===== config.mk =====
export PLATFORM = sky130hd
export DESIGN_NAME = ude_top
export DESIGN_NICKNAME = d
export VERILOG_FILES = /design/src/hw/ude_pkg.sv /design/src/hw/ude_buf2.sv /design/src/hw/ude_top.sv
export SDC_FILE = /design/constraint.sdc
export NUM_CORES = 1
export LEC_CHECK = 0
export BUFFER_PORTS_ARGS = -buffer_cell sky130_fd_sc_hd__buf_2
export CORE_MARGIN = 5
export CORE_UTILIZATION = 49
export DETAILED_ROUTE_END_ITERATION = 10
export PLACE_DENSITY = 0.81
export SYNTH_ARGS = -nofsm -noshare
export SYNTH_HDL_FRONTEND = slang
export SYNTH_HIERARCHICAL = 1
export SYNTH_SLANG_ARGS = --single-unit

===== constraint.sdc =====
create_clock -name clk_i -period 2.69 [get_ports clk_i]
set_input_delay 0.1345 -clock clk_i [delete_from_list [all_inputs] [get_ports clk_i]]
set_output_delay 0.1345 -clock clk_i [all_outputs]
set_load 0.02 [all_outputs]

===== src/hw/ude_pkg.sv =====
// package for the interrupt enable and dma setup register block
// ==========================================================
// Function
// - bits 23..10 enable endpoints 14..1
// - bit 9 control in, bit 8 control out
// - bit 6 enables short packet interrupt
// - bit 5 enables pseudo frame interrupt
// - bit 4 frame start, bit 3 transfer end
// - bits 2,1,0 suspend, resume, bus reset
// - bus reset clears only dma run bit
// - dma setup command moves one word
// - bit 15 ends transfer at count zero
// - bit 14 ends on short out packet
// - bit 8 shows last access byte/word
// - bits 7..4 hold dma endpoint index
// - dma run one starts, zero terminates
// - dma run reads back present state
// - burst field selects 1/4/8/16 bytes
// - disabled events are never latched
// - bus reset keeps interrupt enables
// - re-enable reloads counter from count register
package ude_pkg;
  // command codes
  localparam logic [7:0] CMD_IEN_WR = 8'hc2;
  localparam logic [7:0] CMD_IEN_RD = 8'hc3;
  localparam logic [7:0] CMD_DMA_WR = 8'hf0;
  localparam logic [7:0] CMD_DMA_RD = 8'hf1;
  localparam logic [7:0] CMD_CNT_WR = 8'hf2;
  localparam logic [7:0] CMD_CNT_RD = 8'hf3;
  // reset values and write masks
  localparam logic [31:0] IEN_RESET = 32'h0000_0000;
  localparam logic [15:0] DMA_RESET = 16'h0000;
  localparam logic [31:0] IEN_WMASK = 32'h00ff_ff7f;
  localparam logic [15:0] DMA_WMASK = 16'hc0fb;
  // dma setup and interrupt enable field positions and event width
  localparam int DMA_CNTZ_BIT = 15;
  localparam int DMA_SHORT_BIT = 14;
  localparam int DMA_WORD_BIT = 8;
  localparam int DMA_EP_LO = 4;
  localparam int DMA_RUN_BIT = 3;
  localparam int IEN_EOT_BIT = 3;
  localparam int IEN_SP_BIT = 6;
  localparam int IEN_EV_W = 24;
  // burst codes and byte counts
  localparam logic [1:0] BURST_1 = 2'h0;
  localparam logic [1:0] BURST_4 = 2'h1;
  localparam logic [1:0] BURST_8 = 2'h2;
  localparam logic [1:0] BURST_16 = 2'h3;
  localparam logic [4:0] BYTES_1 = 5'h01;
  localparam logic [4:0] BYTES_4 = 5'h04;
  localparam logic [4:0] BYTES_8 = 5'h08;
  localparam logic [4:0] BYTES_16 = 5'h10;
  // bus phase carrier
  typedef struct packed {
    logic cmd;
    logic wr;
    logic [15:0] data;
  } ude_bus_t;
  // dma data word carrier
  typedef struct packed {
    logic [15:0] data;
    logic odd;
  } ude_word_t;
  typedef enum logic [1:0] {
    PH_IDLE = 2'b00,
    PH_LO = 2'b01,
    PH_HI = 2'b10
  } ude_phase_t;
endpackage


===== src/hw/ude_buf2.sv =====
// two-entry valid/ready buffer for dma words
`timescale 1ns/1ns
module ude_buf2 (
  // clock and reset
  input wire logic clk_i,
  input wire logic rst_n_i,
  // flush on dma stop
  input wire logic flush_i,
  // fill side
  input wire logic in_valid_i,
  output logic in_ready_o,
  input wire ude_pkg::ude_word_t in_word_i,
  // drain side
  output logic out_valid_o,
  input wire logic out_ready_i,
  output ude_pkg::ude_word_t out_word_o
);
  ude_pkg::ude_word_t mem_q [2];
  logic [1:0] cnt_q;
  logic rd_q, wr_q;
  wire push = in_valid_i && in_ready_o;
  wire pop = out_valid_o && out_ready_i;
  assign in_ready_o = (cnt_q != 2'h2);
  assign out_valid_o = (cnt_q != 2'h0);
  assign out_word_o = mem_q[rd_q];
  // pointer and count update
  always_ff @(posedge clk_i or negedge rst_n_i) begin
    if (!rst_n_i) begin
      cnt_q <= 2'h0;
      rd_q <= 1'b0;
      wr_q <= 1'b0;
    end else if (flush_i) begin
      cnt_q <= 2'h0;
      rd_q <= 1'b0;
      wr_q <= 1'b0;
    end else begin
      cnt_q <= cnt_q + {1'b0, push} - {1'b0, pop};
      if (push) wr_q <= ~wr_q;
      if (pop) rd_q <= ~rd_q;
    end
  end
  // storage, no reset needed for data
  always_ff @(posedge clk_i) begin
    if (push) mem_q[wr_q] <= in_word_i;
  end
endmodule // ude_buf2


===== src/hw/ude_top.sv =====
// interrupt enable and dma setup registers with dma word path
`timescale 1ns/1ns
module ude_top (
  // clock and reset
  input wire logic clk_i,
  input wire logic rst_n_i,
  // processor bus phases, one per cycle when valid
  input wire logic bus_valid_i,
  input wire ude_pkg::ude_bus_t bus_i,
  output logic [15:0] bus_rdata_o,
  output logic bus_rvalid_o,
  // usb side events
  input wire logic usb_bus_reset_i,
  input wire logic [15:0] ep_event_i,
  input wire logic [7:0] bus_event_i,
  input wire logic short_out_pkt_i,
  // interrupt status latch controls
  input wire logic [ude_pkg::IEN_EV_W-1:0] status_clear_i,
  output logic [ude_pkg::IEN_EV_W-1:0] irq_status_o,
  output logic irq_o,
  // dma words from endpoint side
  input wire logic ep_valid_i,
  output logic ep_ready_o,
  input wire ude_pkg::ude_word_t ep_word_i,
  // dma words to external controller
  output logic dma_valid_o,
  input wire logic dma_ready_i,
  output logic [15:0] dma_data_o,
  // dma control outputs
  output logic dma_run_o,
  output logic [3:0] dma_endpoint_o,
  output logic [4:0] burst_bytes_o,
  output logic end_of_transfer_o
);
  localparam int IEN_EVW = ude_pkg::IEN_EV_W;
  // ==========================================================
  // command decode
  // ==========================================================
  ude_pkg::ude_phase_t phase_q, phase_d;
  logic [7:0] cmd_q;
  logic [15:0] lo_q;
  logic [31:0] ien_q;
  logic [15:0] dma_q;
  logic [15:0] cnt_reg_q, cnt_q;
  logic word_flag_q;
  ude_pkg::ude_word_t out_word;
  logic buf_valid;
  wire data_ph = bus_valid_i && !bus_i.cmd;
  wire cmd_ph = bus_valid_i && bus_i.cmd;
  wire is_ien = (cmd_q == ude_pkg::CMD_IEN_WR) || (cmd_q == ude_pkg::CMD_IEN_RD);
  wire ien_wr_lo = data_ph && phase_q == ude_pkg::PH_LO && cmd_q == ude_pkg::CMD_IEN_WR;
  wire ien_wr_hi = data_ph && phase_q == ude_pkg::PH_HI && cmd_q == ude_pkg::CMD_IEN_WR;
  wire dma_wr = data_ph && phase_q == ude_pkg::PH_LO && cmd_q == ude_pkg::CMD_DMA_WR;
  wire cnt_wr = data_ph && phase_q == ude_pkg::PH_LO && cmd_q == ude_pkg::CMD_CNT_WR;
  wire dma_run = dma_q[ude_pkg::DMA_RUN_BIT];
  wire run_wr = dma_wr && bus_i.data[ude_pkg::DMA_RUN_BIT];
  wire start = run_wr && !dma_run;
  // phase sequencing: ien takes two words, others one
  always_comb begin
    phase_d = phase_q;
    if (cmd_ph) begin
      phase_d = ude_pkg::PH_LO;
    end else if (data_ph) begin
      unique case (phase_q)
        ude_pkg::PH_IDLE: phase_d = ude_pkg::PH_IDLE;
        ude_pkg::PH_LO: phase_d = is_ien ? ude_pkg::PH_HI : ude_pkg::PH_IDLE;
        ude_pkg::PH_HI: phase_d = ude_pkg::PH_IDLE;
        default: phase_d = ude_pkg::PH_IDLE;
      endcase
    end
  end
  always_ff @(posedge clk_i or negedge rst_n_i) begin
    if (!rst_n_i) begin
      phase_q <= ude_pkg::PH_IDLE;
      cmd_q <= 8'h00;
      lo_q <= 16'h0000;
    end else begin
      phase_q <= phase_d;
      if (cmd_ph) cmd_q <= bus_i.data[7:0];
      if (ien_wr_lo) lo_q <= bus_i.data;
    end
  end
  // ==========================================================
  // registers
  // ==========================================================
  // enables stored as written, reserved masked
  // bus reset does not touch enables
  always_ff @(posedge clk_i or negedge rst_n_i) begin
    if (!rst_n_i) ien_q <= ude_pkg::IEN_RESET;
    else if (ien_wr_hi) ien_q <= {bus_i.data, lo_q} & ude_pkg::IEN_WMASK;
  end
  // bus reset clears only the run bit
  logic [15:0] dma_d;
  always_comb begin
    dma_d = dma_q;
    if (dma_wr) dma_d = bus_i.data & ude_pkg::DMA_WMASK;
    if (usb_bus_reset_i || end_of_transfer_o) dma_d[ude_pkg::DMA_RUN_BIT] = 1'b0;
  end
  always_ff @(posedge clk_i or negedge rst_n_i) begin
    if (!rst_n_i) dma_q <= ude_pkg::DMA_RESET;
    else dma_q <= dma_d;
  end
  wire drain = dma_valid_o && dma_ready_i;
  // bytes carried by the word leaving now
  wire [15:0] step = out_word.odd ? 16'h0001 : 16'h0002;
  always_ff @(posedge clk_i or negedge rst_n_i) begin
    if (!rst_n_i) begin
      cnt_reg_q <= 16'h0000;
      cnt_q <= 16'h0000;
    end else begin
      if (cnt_wr) cnt_reg_q <= bus_i.data;
      if (start) cnt_q <= cnt_wr ? bus_i.data : cnt_reg_q;
      // saturate so a word larger than the remainder cannot wrap the count
      else if (drain) cnt_q <= (cnt_q > step) ? cnt_q - step : 16'h0000;
    end
  end
  // ==========================================================
  // dma word path
  // ==========================================================
  wire flush = !dma_run;
  ude_buf2 u_buf (
    .clk_i(clk_i),
    .rst_n_i(rst_n_i),
    .flush_i(flush),
    .in_valid_i(ep_valid_i && dma_run),
    .in_ready_o(ep_ready_o),
    .in_word_i(ep_word_i),
    .out_valid_o(buf_valid),
    .out_ready_i(dma_ready_i && dma_run),
    .out_word_o(out_word)
  );
  assign dma_data_o = out_word.data;
  // held words must not leak out in the cycle before the flush lands
  assign dma_valid_o = buf_valid && dma_run;
  always_ff @(posedge clk_i or negedge rst_n_i) begin
    if (!rst_n_i) word_flag_q <= 1'b0;
    else if (drain) word_flag_q <= !out_word.odd;
  end
  // count zero end, short packet end
  wire cnt_last = drain && dma_q[ude_pkg::DMA_CNTZ_BIT] && cnt_q <= step && cnt_q != 16'h0000;
  wire short_end = dma_run && dma_q[ude_pkg::DMA_SHORT_BIT] && short_out_pkt_i;
  assign end_of_transfer_o = dma_run && (cnt_last || short_end);
  // ==========================================================
  // interrupt status latch
  // ==========================================================
  logic [IEN_EVW-1:0] stat_q;
  wire [IEN_EVW-1:0] raw_ev = {ep_event_i, bus_event_i | {1'b0, short_end, 2'b00,
                               end_of_transfer_o, 3'b000}};
  // only enabled events latch; set wins over clear
  always_ff @(posedge clk_i or negedge rst_n_i) begin
    if (!rst_n_i) stat_q <= '0;
    else stat_q <= (stat_q & ~status_clear_i) | (raw_ev & ien_q[IEN_EVW-1:0]);
  end
  assign irq_status_o = stat_q;
  assign irq_o = |stat_q;
  // ==========================================================
  // read data and control outputs
  // ==========================================================
  // run bit reads back live state
  wire [15:0] dma_rd = {dma_q[15:9], word_flag_q, dma_q[7:0]};
  wire rd_ph = data_ph && phase_q != ude_pkg::PH_IDLE;
  wire [15:0] rd_sel = (cmd_q == ude_pkg::CMD_IEN_RD) ?
                       (phase_q == ude_pkg::PH_LO ? ien_q[15:0] : ien_q[31:16]) :
                       (cmd_q == ude_pkg::CMD_DMA_RD) ? dma_rd :
                       (cmd_q == ude_pkg::CMD_CNT_RD) ? cnt_q : 16'h0000;
  always_ff @(posedge clk_i or negedge rst_n_i) begin
    if (!rst_n_i) begin
      bus_rdata_o <= 16'h0000;
      bus_rvalid_o <= 1'b0;
    end else begin
      bus_rvalid_o <= rd_ph && !bus_i.wr;
      if (rd_ph && !bus_i.wr) bus_rdata_o <= rd_sel;
    end
  end
  assign dma_run_o = dma_run;
  assign dma_endpoint_o = dma_q[ude_pkg::DMA_EP_LO +: 4];
  assign burst_bytes_o = (dma_q[1:0] == ude_pkg::BURST_1) ? ude_pkg::BYTES_1 :
                         (dma_q[1:0] == ude_pkg::BURST_4) ? ude_pkg::BYTES_4 :
                         (dma_q[1:0] == ude_pkg::BURST_8) ? ude_pkg::BYTES_8 :
                         ude_pkg::BYTES_16;
  // ==========================================================
  // assertions
  // ==========================================================
  a_reset_run_clear: assert property (@(posedge clk_i) disable iff (!rst_n_i)
    usb_bus_reset_i && !dma_wr |=> !dma_run_o && $stable(dma_q[15:4]))
    else $error("bus reset did not clear only run bit");
  a_reset_keeps_ien: assert property (@(posedge clk_i) disable iff (!rst_n_i)
    usb_bus_reset_i && !ien_wr_hi |=> $stable(ien_q))
    else $error("bus reset changed enables");
  a_disabled_no_latch: assert property (@(posedge clk_i) disable iff (!rst_n_i)
    !ien_q[0] && !stat_q[0] |=> !stat_q[0])
    else $error("disabled event latched");
  a_enabled_latch: assert property (@(posedge clk_i) disable iff (!rst_n_i)
    ep_event_i[2] && ien_q[10] |=> stat_q[10])
    else $error("enabled endpoint event lost");
  a_reload_start: assert property (@(posedge clk_i) disable iff (!rst_n_i)
    start && !cnt_wr |=> cnt_q == $past(cnt_reg_q))
    else $error("counter not reloaded");
  a_stop_run: assert property (@(posedge clk_i) disable iff (!rst_n_i)
    dma_wr && !bus_i.data[ude_pkg::DMA_RUN_BIT] |=> !dma_run_o ##1 !dma_valid_o)
    else $error("dma not terminated");
  a_short_eot: assert property (@(posedge clk_i) disable iff (!rst_n_i)
    dma_run && dma_q[ude_pkg::DMA_SHORT_BIT] && short_out_pkt_i |-> end_of_transfer_o)
    else $error("short packet end missing");
  a_word_flag: assert property (@(posedge clk_i) disable iff (!rst_n_i)
    drain |=> word_flag_q == !$past(out_word.odd))
    else $error("last access flag wrong");
  a_ien_mask: assert property (@(posedge clk_i) disable iff (!rst_n_i)
    ien_wr_hi |=> ien_q[31:24] == 8'h00 && ien_q[7] == 1'b0)
    else $error("reserved enable bits set");
  a_burst_map: assert property (@(posedge clk_i) disable iff (!rst_n_i)
    dma_q[1:0] == ude_pkg::BURST_8 |-> burst_bytes_o == ude_pkg::BYTES_8)
    else $error("burst decode wrong");
  a_eot_at_zero: assert property (@(posedge clk_i) disable iff (!rst_n_i)
    cnt_last |=> cnt_q == 16'h0000 && !dma_run_o)
    else $error("count end left dma running");
  c_dma_start: cover property (@(posedge clk_i) disable iff (!rst_n_i) start ##[1:20] drain);
  c_eot: cover property (@(posedge clk_i) disable iff (!rst_n_i) end_of_transfer_o);
  c_buf_full: cover property (@(posedge clk_i) disable iff (!rst_n_i) !ep_ready_o && dma_run);
  c_ien_write: cover property (@(posedge clk_i) disable iff (!rst_n_i) ien_wr_hi);
endmodule // ude_top


==> results.ini, run 1 <==
[status]
outcome=completed

[finish]
drive_gt1_share_pct=39.7
post_layout_nonfiller_instances=1034
layout.cells.most_common=sky130_fd_sc_hd__buf_2
layout.cells.most_common_list=sky130_fd_sc_hd__buf_2, sky130_fd_sc_hd__dfrtp_1, sky130_fd_sc_hd__mux2_2, sky130_fd_sc_hd__dlygate4sd3_1, sky130_fd_sc_hd__o21ai_0
num-nets-final=926
post-route-cell-area_um2=10000
fin_util_pct=66.3
syn2layout_area_growth_pct=33.4

[placement]
placement.io_buffers=158
place_hpwl_mm=12.8
post_dp_cell_area_um2=8550
dp.cells=921
routabilityCongestion=0.869
dp_slack_ns=0.114

[sta]
timing_hold_violations_final=0
layout_skew_ns=0.0115
finalWorstPathRequiredPeriod_ns=2.67
max_slew_violations=0
final_report_setup_violation_count=0
timing.max_slew.rel_slack_pct=46.3
final_critical_path_setup_slack_ns=0.0242
achievable-frequency_mhz=375
slew_at_the_pin_closest_to_its_max_slew_limit_ns=0.804
rsz_0062_raised_after_global_routing=true
final.period_utilization_pct=99.1

[die]
die_width_um=134
core.rowCount=45
boundaryPins=161
floorplan.core_area_um2=15100
design.die.area_um2=17900
initial_core_util_pct=49.7
height_of_the_chip_um=134

[route]
ant_nets=0
wire_per_inst_um=18.9
firstDrtPassIters=5
drt_iter0_drc=394
drc=0
routed-via-count=5751
route.final.wire_length_mm=19.6
via_per_inst=5.56

[worst_setup_path]
timing_worst_setup_path_type=reg -> reg
critical_path.startpoint_type=flop
critical_path_sink_type=flop
crit_top_cell=sky130_fd_sc_hd__buf_4
worstPathBufferInverterCount=3
crit_arrival_ns=3.03
worst-path-max-fanout=4
cp_cell_sequence=mux2_4, ha_4, fa_2, a21oi_2, buf_4, nor4_4, buf_12, buf_4, or4_1, o21ai_1, mux2_2
critPathTopFamily=simple AND/OR/NAND/NOR gates
timing.critical_path.slowest_stage_cell=sky130_fd_sc_hd__or4_1
cp_slowest_stage_delay_ns=0.48
critPathRequiredTime_ns=3.06

[cts]
clock_tree_from_tritoncts=built
clock_latency_ns=0.43
cts.htree.levels=4
cts_made_buffers=17
clk_root_buffer_cell=sky130_fd_sc_hd__clkbuf_16
cts.reportedPaths.clkPinSlew_ns=0.06
clock-sinks=169
cts_max_path_buffers=2

[grt]
grt-busiest-layer=met2
grt.met3_usage_pct=4.31
largest_net_degree_at_the_start_of_global_routing=75
first_pass_grt_wire_length_mm=31.4
groute.layer.met1.usage_pct=27.1
global_route.usage.met2_pct=38.7
antenna_found_initial=1
global_route_usage_sum_pct=22.6
first_global_vias=6027
gr-total-overflow=0

[synth]
synth_top_area_share_pct=45.1
synth_async_sr_flop_share_pct=79.9
yosys.area.top_type=sky130_fd_sc_hd__dfrtp_1
synthesis.nets=675
synth_cells=580
synth.lib_cells_used.distinct=62
ys_seq_area_share_pct=58.7
synth_edf_count=34
mappedNetlistArea_um2=7500
netlist_top_cells_area=sky130_fd_sc_hd__dfrtp_1, sky130_fd_sc_hd__edfxtp_1, sky130_fd_sc_hd__mux2_2
synth-seq-cells=169
synth_warnings=6
synthFlopType=sky130_fd_sc_hd__dfrtp_1
synth_area_per_cell_um2=12.9

[worst_hold_path]
min-delay-path-class=in -> reg

[pwr]
ir_worst_vdd_mv=0.457
cellLeakagePower_nw=4.89
power.density_nw_per_um2=555

[run]
max-cap-violations=0

## stage by stage
step / hold WS [ns] / power (mW) / setup TNS [ns]
floorplan: -0.161 / 2.89 / 0
global placement: 0.196 / 3.06 / 0
detailed placement: 0.195 / 3.07 / 0
CTS: 0.00163 / 5.59 / 0
global route: 0.00460 / 5.73 / -0.0950
finish: 0.0230 / 5.55 / 0
## worst register-to-register path: cells and delay by family, from the launching register on
kind	cells	cell delay (ns)
AND/OR/NAND/NOR	2	0.53
buffers and inverters	3	0.42
flip-flops	1	0.40
multiplexers	2	0.49
AO/OA/AOI/OAI	2	0.25
adder cells (fa/ha/maj)	2	0.52
## cell usage after synthesis, types with 6 or more instances
cell / instances
sky130_fd_sc_hd__edfxtp_1: 34
sky130_fd_sc_hd__mux2_4: 13
sky130_fd_sc_hd__inv_1: 33
sky130_fd_sc_hd__o21ai_0: 40
sky130_fd_sc_hd__or3_1: 6
sky130_fd_sc_hd__mux2i_1: 16
sky130_fd_sc_hd__mux2_2: 87
sky130_fd_sc_hd__nor2b_1: 8
sky130_fd_sc_hd__nor3_1: 10
sky130_fd_sc_hd__nand2_1: 38
sky130_fd_sc_hd__dfrtp_1: 135
sky130_fd_sc_hd__o22ai_1: 7
sky130_fd_sc_hd__a22o_1: 9
sky130_fd_sc_hd__nor4_1: 9
sky130_fd_sc_hd__clkbuf_1: 11
sky130_fd_sc_hd__o21a_1: 8
sky130_fd_sc_hd__nor2_1: 19
sky130_fd_sc_hd__a21oi_1: 6
sky130_fd_sc_hd__nand3_1: 6
## timing repair
item                                   4_1_cts  5_1_grt
endpoints found under the hold margin      150        0
setup buffers                                7        0
setup endpoints to repair                    1        6
pin swaps                                    3        3
resized for setup                            8        3
hold buffers                                74        0
## registers in the layout, indices dropped and copies added, names as in the netlist
name,cells
u_buf/mem_q,34
irq_status_o,24
ien_q,23
bus_rdata_o,16
cnt_q,16
cnt_reg_q,16
lo_q,15
dma_q,9
cmd_q,8
phase_q,2
u_buf/cnt_q,2
bus_rvalid_o,1
u_buf/rd_q,1
u_buf/wr_q,1
word_flag_q,1
## area by class of cell
type | count | area [um2]
fillers | 1059 | 5090
flip-flops and latches | 169 | 4400
multi-input cells | 352 | 2870
repair buffers | 258 | 1760
clock buffers | 21 | 470
well taps | 188 | 235
clock inverters | 11 | 133
inverters | 33 | 124
diodes | 2 | 5.00
## power by group
| part | total [mW] | switching (mW) | internal, mW |
|---|---|---|---|
| sequential | 2.69 | 0.0298 | 2.66 |
| combinational | 0.408 | 0.214 | 0.194 |
| clock | 2.45 | 1.00 | 1.45 |
## routing by layer
| layer | routed length (um) | vias to the layer above |
|---|---|---|
| met1 | 7680 | 2861 |
| met3 | 874 | 65 |
| li1 | - | 2617 |
| met4 | 832 | 0 |
| met5 | 0 | - |
| met2 | 10200 | 208 |
## worst paths after layout
| check | from | to | slack [ns] | cells after the start |
|---|---|---|---|---|
| worst max-delay path | u_buf/rd_q$_DFFE_PN0P_ | cnt_q[9]$_DFFE_PN0P_ | 0.02 | 11 |
| worst min-delay path | bus_i[2] | cmd_q[2]$_DFFE_PN0P_ | 0.02 | 2 |
| worst max register to register | u_buf/rd_q$_DFFE_PN0P_ | cnt_q[9]$_DFFE_PN0P_ | 0.02 | 11 |
| worst min register to register | bus_rdata_o[10]$_DFFE_PN0P_ | bus_rdata_o[10]$_DFFE_PN0P_ | 0.49 | 2 |
| max in group asynchronous | rst_n_i | dma_q[1]$_DFFE_PN0P_ | 1.67 | 3 |
| min in group asynchronous | rst_n_i | irq_status_o[12]$_DFF_PN0_ | 0.29 | 2 |
## kinds of logic (layout without fill, tap and decap cells)
kind of cell               count (synthesis)  after routing  share of synthesized area, %
xor gates and xnor gates                   3              3                         0.351
adders and majority gates                  5              5                         0.935
and+or+nand+nor                          130            130                          9.91
DFF                                      169            169                          58.7
other                                      1              3                        0.0500
buffers and inverters                     59            323                          3.69
muxes                                    118            118                          18.1
AOI/OAI and AO/OA                         95             95                          8.26
Note: power is estimated with default switching activity, not from simulation.
==> run 2, diff against run 1 <==
==> constraint.sdc (replaced) <==
create_clock -name clk_i -period 2.69 [get_ports clk_i]
set_input_delay 0.538 -clock clk_i [delete_from_list [all_inputs] [get_ports clk_i]]
set_output_delay 0.538 -clock clk_i [all_outputs]
set_load 0.02 [all_outputs]
==> run 2 against run 1 <==
The flow now finishes with violations (negative setup slack). Wire length is 10% lower. Worst hold slack better by 0.069 ns. Via count is 8.8% lower. Highest routed layer unchanged. Utilization is 5.3 points lower. Worst setup slack worse by 0.21 ns. Clock skew is 0.0017 ns lower. Clock-buffer cell count is 1 higher. Combinational power is 17% lower. Global-route usage is 2.8 points lower. Clock power is 9.4% lower.
==> results.ini, run 2 (same netlist as run 1, synthesis figures left out) <==
[grt]
first_pass_grt_wire_length_mm=27.9  ; was 31.4 mm
global_route_usage_sum_pct=19.8  ; was 22.6%
gr-total-overflow=0  ; unchanged
antenna_found_initial=0  ; was 1
first_global_vias=5452  ; was 6027
largest_net_degree_at_the_start_of_global_routing=60  ; was 75

[finish]
top_register=u_buf/mem_q  ; unchanged
largest_register_ffs=34  ; unchanged
antenna_cells=0  ; was 2
fin_util_pct=60.9  ; was 66.3%
layout.cells.most_common=sky130_fd_sc_hd__buf_2  ; unchanged
num-nets-final=856  ; was 926
drive_gt1_share_pct=43.3  ; was 39.7%
syn2layout_area_growth_pct=22.7  ; was 33.4%
layout.cells.most_common_list=sky130_fd_sc_hd__buf_2, sky130_fd_sc_hd__dfrtp_1, sky130_fd_sc_hd__mux2_2, sky130_fd_sc_hd__o21ai_0, sky130_fd_sc_hd__nand2_1  ; was sky130_fd_sc_hd__buf_2, sky130_fd_sc_hd__dfrtp_1, sky130_fd_sc_hd__mux2_2, sky130_fd_sc_hd__dlygate4sd3_1, sky130_fd_sc_hd__o21ai_0

[route]
routed-via-count=5247  ; was 5751
via_per_inst=5.47  ; was 5.56
drc=0  ; unchanged
ant_nets=0  ; unchanged
firstDrtPassIters=5  ; unchanged
wire_per_inst_um=18.2  ; was 18.9 um
drt_iter0_drc=328  ; was 394
route.final.wire_length_mm=17.5  ; was 19.6 mm

[sta]
max_slew_violations=0  ; unchanged
timing.setup.tns_ns=-0.188  ; was 0 ns
finalWorstPathRequiredPeriod_ns=2.88  ; was 2.67 ns
slew_at_the_pin_closest_to_its_max_slew_limit_ns=0.545  ; was 0.804 ns
rsz_0062_raised_after_global_routing=true  ; unchanged
timing.max_slew.rel_slack_pct=63.7  ; was 46.3%
layout_skew_ns=0.00980  ; was 0.0115 ns
final_report_setup_violation_count=1  ; was 0
final_critical_path_setup_slack_ns=-0.188  ; was 0.0242 ns
final.period_utilization_pct=107  ; was 99.1%
timing_hold_violations_final=0  ; unchanged
achievable-frequency_mhz=348  ; was 375 MHz

[placement]
routabilityCongestion=0.861  ; was 0.869
dp_slack_ns=0.0373  ; was 0.114 ns
place_hpwl_mm=12.8  ; about the same
placement.io_buffers=158  ; unchanged

[cts]
cts_made_buffers=17  ; unchanged
clk_root_buffer_cell=sky130_fd_sc_hd__clkbuf_16  ; unchanged
cts_max_path_buffers=2  ; unchanged
cts.htree.levels=4  ; unchanged
postCtsHoldBufs=0  ; was 74
clock_latency_ns=0.42  ; was 0.43 ns
clock-sinks=169  ; unchanged
clock_tree_from_tritoncts=built  ; unchanged
cts.reportedPaths.clkPinSlew_ns=0.06  ; about the same

[worst_hold_path]
min-delay-path-class=in -> async  ; was in -> reg

[worst_setup_path]
critical_path.startpoint_type=flop  ; unchanged
worst-path-max-fanout=2  ; was 4
cp_cell_sequence=mux2_4, ha_4, fa_2, a21oi_2, buf_4, nor4_4, a31o_2, buf_6  ; was mux2_4, ha_4, fa_2, a21oi_2, buf_4, nor4_4, buf_12, buf_4, or4_1, o21ai_1, mux2_2
timing_worst_setup_path_type=reg -> out  ; was reg -> reg
cp_slowest_stage_delay_ns=0.39  ; was 0.48 ns
critPathRequiredTime_ns=2.15  ; was 3.06 ns
crit_arrival_ns=2.34  ; was 3.03 ns
timing.critical_path.slowest_stage_cell=sky130_fd_sc_hd__dfrtp_1  ; was sky130_fd_sc_hd__or4_1
critical_path_sink_type=output port  ; was flop
rr_worst_depth=10  ; was 11

[pwr]
cellLeakagePower_nw=4.50  ; was 4.89 nW
design_power_total_mw=5.25  ; was 5.55 mW
power.density_nw_per_um2=571  ; was 555 nW/um2
ir_worst_vdd_mv=0.458  ; was 0.457 mV

[status]
violations=negative setup slack
outcome=complete, but fails checks  ; was completed

[die]
core.rowCount=45  ; unchanged
design.die.area_um2=17900  ; unchanged
floorplan.core_area_um2=15100  ; unchanged
height_of_the_chip_um=134  ; unchanged
initial_core_util_pct=49.7  ; unchanged
die_width_um=134  ; unchanged
boundaryPins=161  ; unchanged

[run]
max-cap-violations=0  ; unchanged

==> run 2: cell type report <==
class                      instances  area [um2]
multi-input combinational        352        2850
clock buffer                      22         475
sequential                       169        4400
tap                              188         235
inverter                          33         124
fill                            1174        5890
timing repair buffer             188        1050
clock inverter                     8        61.3
==> run 2: worst max-delay path: cells and delay by family, from the launching register on <==
family | cells | cell delay (ns)
muxes | 1 | 0.33
buffers and inverters | 2 | 0.28
and+or+nand+nor | 1 | 0.04
adders and majority gates | 2 | 0.51
AOI/OAI and AO/OA | 2 | 0.38
DFF | 1 | 0.39
==> run 2: final timing paths <==
check,from,to,slack [ns]
max,u_buf/rd_q$_DFFE_PN0P_,end_of_transfer_o,-0.19
min,rst_n_i,irq_status_o[13]$_DFF_PN0_,0.09
max reg2reg,u_buf/rd_q$_DFFE_PN0P_,cnt_q[9]$_DFFE_PN0P_,0.12
min reg2reg,bus_rdata_o[9]$_DFFE_PN0P_,bus_rdata_o[9]$_DFFE_PN0P_,0.48
max in group asynchronous,rst_n_i,ien_q[6]$_DFFE_PN0P_,1.91
min in group clk_i,status_clear_i[7],irq_status_o[7]$_DFF_PN0_,0.26
==> run 2: stage by stage <==
stage / area (um2) / cells / hold slack, ns
2_1_floorplan: 7500 / 580 / 0.242
3_3_place_gp: 8600 / 927 / 0.457
3_5_place_dp: 8600 / 927 / 0.472
4_1_cts: 9180 / 959 / 0.0956
5_1_grt: 9200 / 960 / 0.128
6_report: 9200 / 960 / 0.0917
==> run 2: routing by layer <==
metal,global-route usage (%),up-vias,wire length (um)
li1,-,2448,-
met1,25.5,2617,7450
met2,33.5,148,8940
met3,3.21,34,607
met4,8.29,0,506
met5,0,-,0
==> run 2: what timing repair did <==
| action | CTS | global route |
|---|---|---|
| setup endpoints to repair | 1 | 4 |
| pin swaps | 3 | 2 |
| setup buffers | 2 | 1 |
| gates resized for setup | 7 | 1 |
==> run 2: where the power goes <==
part	internal [mW]	switching, mW	total (mW)
clock network	1.26	0.966	2.22
logic	0.141	0.196	0.337
registers	2.66	0.0301	2.69
total	4.06	1.19	5.25
==> run 3, diff against run 2 <==
- BUFFER_PORTS_ARGS: -buffer_cell sky130_fd_sc_hd__buf_2 -> -buffer_cell sky130_fd_sc_hd__buf_4
- HOLD_SLACK_MARGIN: default -> 0.12
==> run 3 against run 2 <==
The flow still finishes with violations (negative setup slack). First-iteration DRC count is 23% higher. Worst hold slack improved by 0.085 ns. Worst setup slack better by 0.047 ns. Flip-flop and latch count is the same. Via count up 1.7%. Non-clock buffer count is 1 lower. Power up 3.0%. Global-route usage increased by 1.2 points. Maximum frequency grew 1.7%. Highest routed layer unchanged.
==> results.ini, run 3 (same netlist as run 1, synthesis figures left out) <==
[sta]
achievable-frequency_mhz=353  ; was 348 MHz
final.period_utilization_pct=105  ; was 107%
finalWorstPathRequiredPeriod_ns=2.83  ; was 2.88 ns
final_critical_path_setup_slack_ns=-0.140  ; was -0.188 ns
slew_at_the_pin_closest_to_its_max_slew_limit_ns=0.719  ; was 0.545 ns
timing.max_slew.rel_slack_pct=52.1  ; was 63.7%
timing.setup.tns_ns=-0.240  ; was -0.188 ns
max_slew_violations=0  ; unchanged
rsz_0062_raised_after_global_routing=true  ; unchanged
timing_hold_violations_final=0  ; unchanged
final_report_setup_violation_count=3  ; was 1
layout_skew_ns=0.0101  ; was 0.00980 ns

[worst_setup_path]
cp_slowest_stage_delay_ns=0.40  ; was 0.39 ns
critical_path_sink_type=output port  ; unchanged
critical_path.startpoint_type=flop  ; unchanged
worst-path-max-fanout=2  ; unchanged
timing.critical_path.slowest_stage_cell=sky130_fd_sc_hd__dfrtp_1  ; unchanged
worstReg2RegStart=u_buf/rd_q$_DFFE_PN0P_  ; unchanged
critPathRequiredTime_ns=2.15  ; about the same
rr_worst_depth=12  ; was 10
cp_cell_sequence=mux2_4, ha_4, fa_2, a21oi_4, nor4_4, a31o_2, buf_6  ; was mux2_4, ha_4, fa_2, a21oi_2, buf_4, nor4_4, a31o_2, buf_6
reg2reg_to=cnt_q[14]$_DFFE_PN0P_  ; was cnt_q[9]$_DFFE_PN0P_
regToRegSetupSlack_ns=-0.06  ; was 0.12 ns
timing_worst_setup_path_type=reg -> out  ; unchanged
crit_arrival_ns=2.29  ; was 2.34 ns

[die]
die_width_um=134  ; unchanged
boundaryPins=161  ; unchanged
core.rowCount=45  ; unchanged
floorplan.core_area_um2=15100  ; unchanged
design.die.area_um2=17900  ; unchanged
initial_core_util_pct=49.7  ; unchanged
height_of_the_chip_um=134  ; unchanged

[route]
route.final.wire_length_mm=18.4  ; was 17.5 mm
drt_iter0_drc=405  ; was 328
wire_per_inst_um=19.2  ; was 18.2 um
drc=0  ; unchanged
routed-via-count=5336  ; was 5247
firstDrtPassIters=5  ; unchanged
ant_nets=0  ; unchanged
via_per_inst=5.56  ; was 5.47

[finish]
largest_register_ffs=34  ; unchanged
n_fill_cell=1147  ; was 1174
syn2layout_area_growth_pct=28.4  ; was 22.7%
top_register=u_buf/mem_q  ; unchanged
post_layout_nonfiller_instances=960  ; unchanged
layout.cells.most_common=sky130_fd_sc_hd__buf_4  ; was sky130_fd_sc_hd__buf_2
num-nets-final=855  ; was 856
antenna_cells=0  ; unchanged
layout.cells.most_common_list=sky130_fd_sc_hd__buf_4, sky130_fd_sc_hd__dfrtp_1, sky130_fd_sc_hd__mux2_2, sky130_fd_sc_hd__o21ai_0, sky130_fd_sc_hd__nand2_1  ; was sky130_fd_sc_hd__buf_2, sky130_fd_sc_hd__dfrtp_1, sky130_fd_sc_hd__mux2_2, sky130_fd_sc_hd__o21ai_0, sky130_fd_sc_hd__nand2_1
drive_gt1_share_pct=43.9  ; was 43.3%

[pwr]
power.density_nw_per_um2=562  ; was 571 nW/um2
design_power_total_mw=5.41  ; was 5.25 mW
ir_worst_vdd_mv=0.458  ; about the same
cellLeakagePower_nw=4.61  ; was 4.50 nW

[status]
outcome=complete, but fails checks  ; unchanged
violations=negative setup slack  ; unchanged

[grt]
gr-total-overflow=0  ; unchanged
first_global_vias=5593  ; was 5452
first_pass_grt_wire_length_mm=29.6  ; was 27.9 mm
global_route_usage_sum_pct=21.0  ; was 19.8%
largest_net_degree_at_the_start_of_global_routing=53  ; was 60
antenna_found_initial=0  ; unchanged

[placement]
dp.cells=925  ; was 927
dp_slack_ns=-0.0150  ; was 0.0373 ns
routabilityCongestion=0.952  ; was 0.861
placement.io_buffers=158  ; unchanged
place_hpwl_mm=13.8  ; was 12.8 mm

[cts]
cts_max_path_buffers=2  ; unchanged
clock_latency_ns=0.42  ; about the same
cts.htree.levels=4  ; unchanged
clock_tree_from_tritoncts=built  ; unchanged
clk_root_buffer_cell=sky130_fd_sc_hd__clkbuf_16  ; unchanged
clock-sinks=169  ; unchanged
cts.reportedPaths.clkPinSlew_ns=0.06  ; about the same
cts_made_buffers=17  ; unchanged

[worst_hold_path]
min-delay-path-class=in -> async  ; unchanged

[run]
max-cap-violations=0  ; unchanged

[run 3: how the worst max path moves through the flow]
stage	startpoint	to	slack, ns	cells after the start
floorplan	u_buf/rd_q$_DFFE_PN0P_	end_of_transfer_o	0.007	7
global placement	u_buf/rd_q$_DFFE_PN0P_	end_of_transfer_o	0.05	7
detailed placement	u_buf/rd_q$_DFFE_PN0P_	end_of_transfer_o	-0.02	7
CTS	u_buf/rd_q$_DFFE_PN0P_	end_of_transfer_o	-0.17	7
global route	u_buf/rd_q$_DFFE_PN0P_	end_of_transfer_o	-0.20	7
finish	u_buf/rd_q$_DFFE_PN0P_	end_of_transfer_o	-0.14	7
[run 3: metal layers]
| metal | global-route usage, % | vias up | routed length, um |
|---|---|---|---|
| met5 | 0 | - | 0 |
| met4 | 6.63 | 0 | 350 |
| met3 | 3.85 | 29 | 707 |
| met2 | 36.7 | 160 | 9760 |
| met1 | 26.6 | 2692 | 7630 |
| li1 | - | 2455 | - |
[run 3: critical path: cells and delay by family (launching register included)]
family                     cells  cell delay [ns]
adders and majority gates      2             0.53
AOI/OAI and AO/OA              2             0.41
DFF                            1             0.40
muxes                          1             0.34
buffers and inverters          1             0.13
and+or+nand+nor                1             0.06
[run 3: area by class of cell]
cell class	count	area (um2)	share of cell area, %
repair buffers	187	1440	14.9
clock buffers	21	470	4.89
multi-input cells	352	2870	29.8
inverters	33	124	1.29
clock inverters	10	91.3	0.949
flip-flops and latches	169	4400	45.7
well taps	188	235	2.44
[run 3: through the flow]
stage / hold WS [ns] / instance area [um2] / util (%)
global placement: 0.470 / 8980 / 59.5
CTS: 0.182 / 9590 / 63.6
detailed placement: 0.478 / 8980 / 59.5
global route: 0.219 / 9630 / 63.8
finish: 0.176 / 9630 / 63.8
floorplan: 0.242 / 7500 / -
[run 3: report_power, final]
| part | internal [mW] | leakage [nW] | switching [mW] |
|---|---|---|---|
| combinational | 0.183 | 2.17 | 0.198 |
| clock | 1.35 | 0.280 | 0.988 |
| sequential | 2.66 | 2.16 | 0.0313 |
[run 3: timing repair]
action                                  CTS  global route
hold endpoints to repair                  0             0
setup buffers                             2             2
gates resized for setup                   8             6
endpoints found under the setup margin    2             5
pin swaps                                 3             4
hold buffers                              0             0
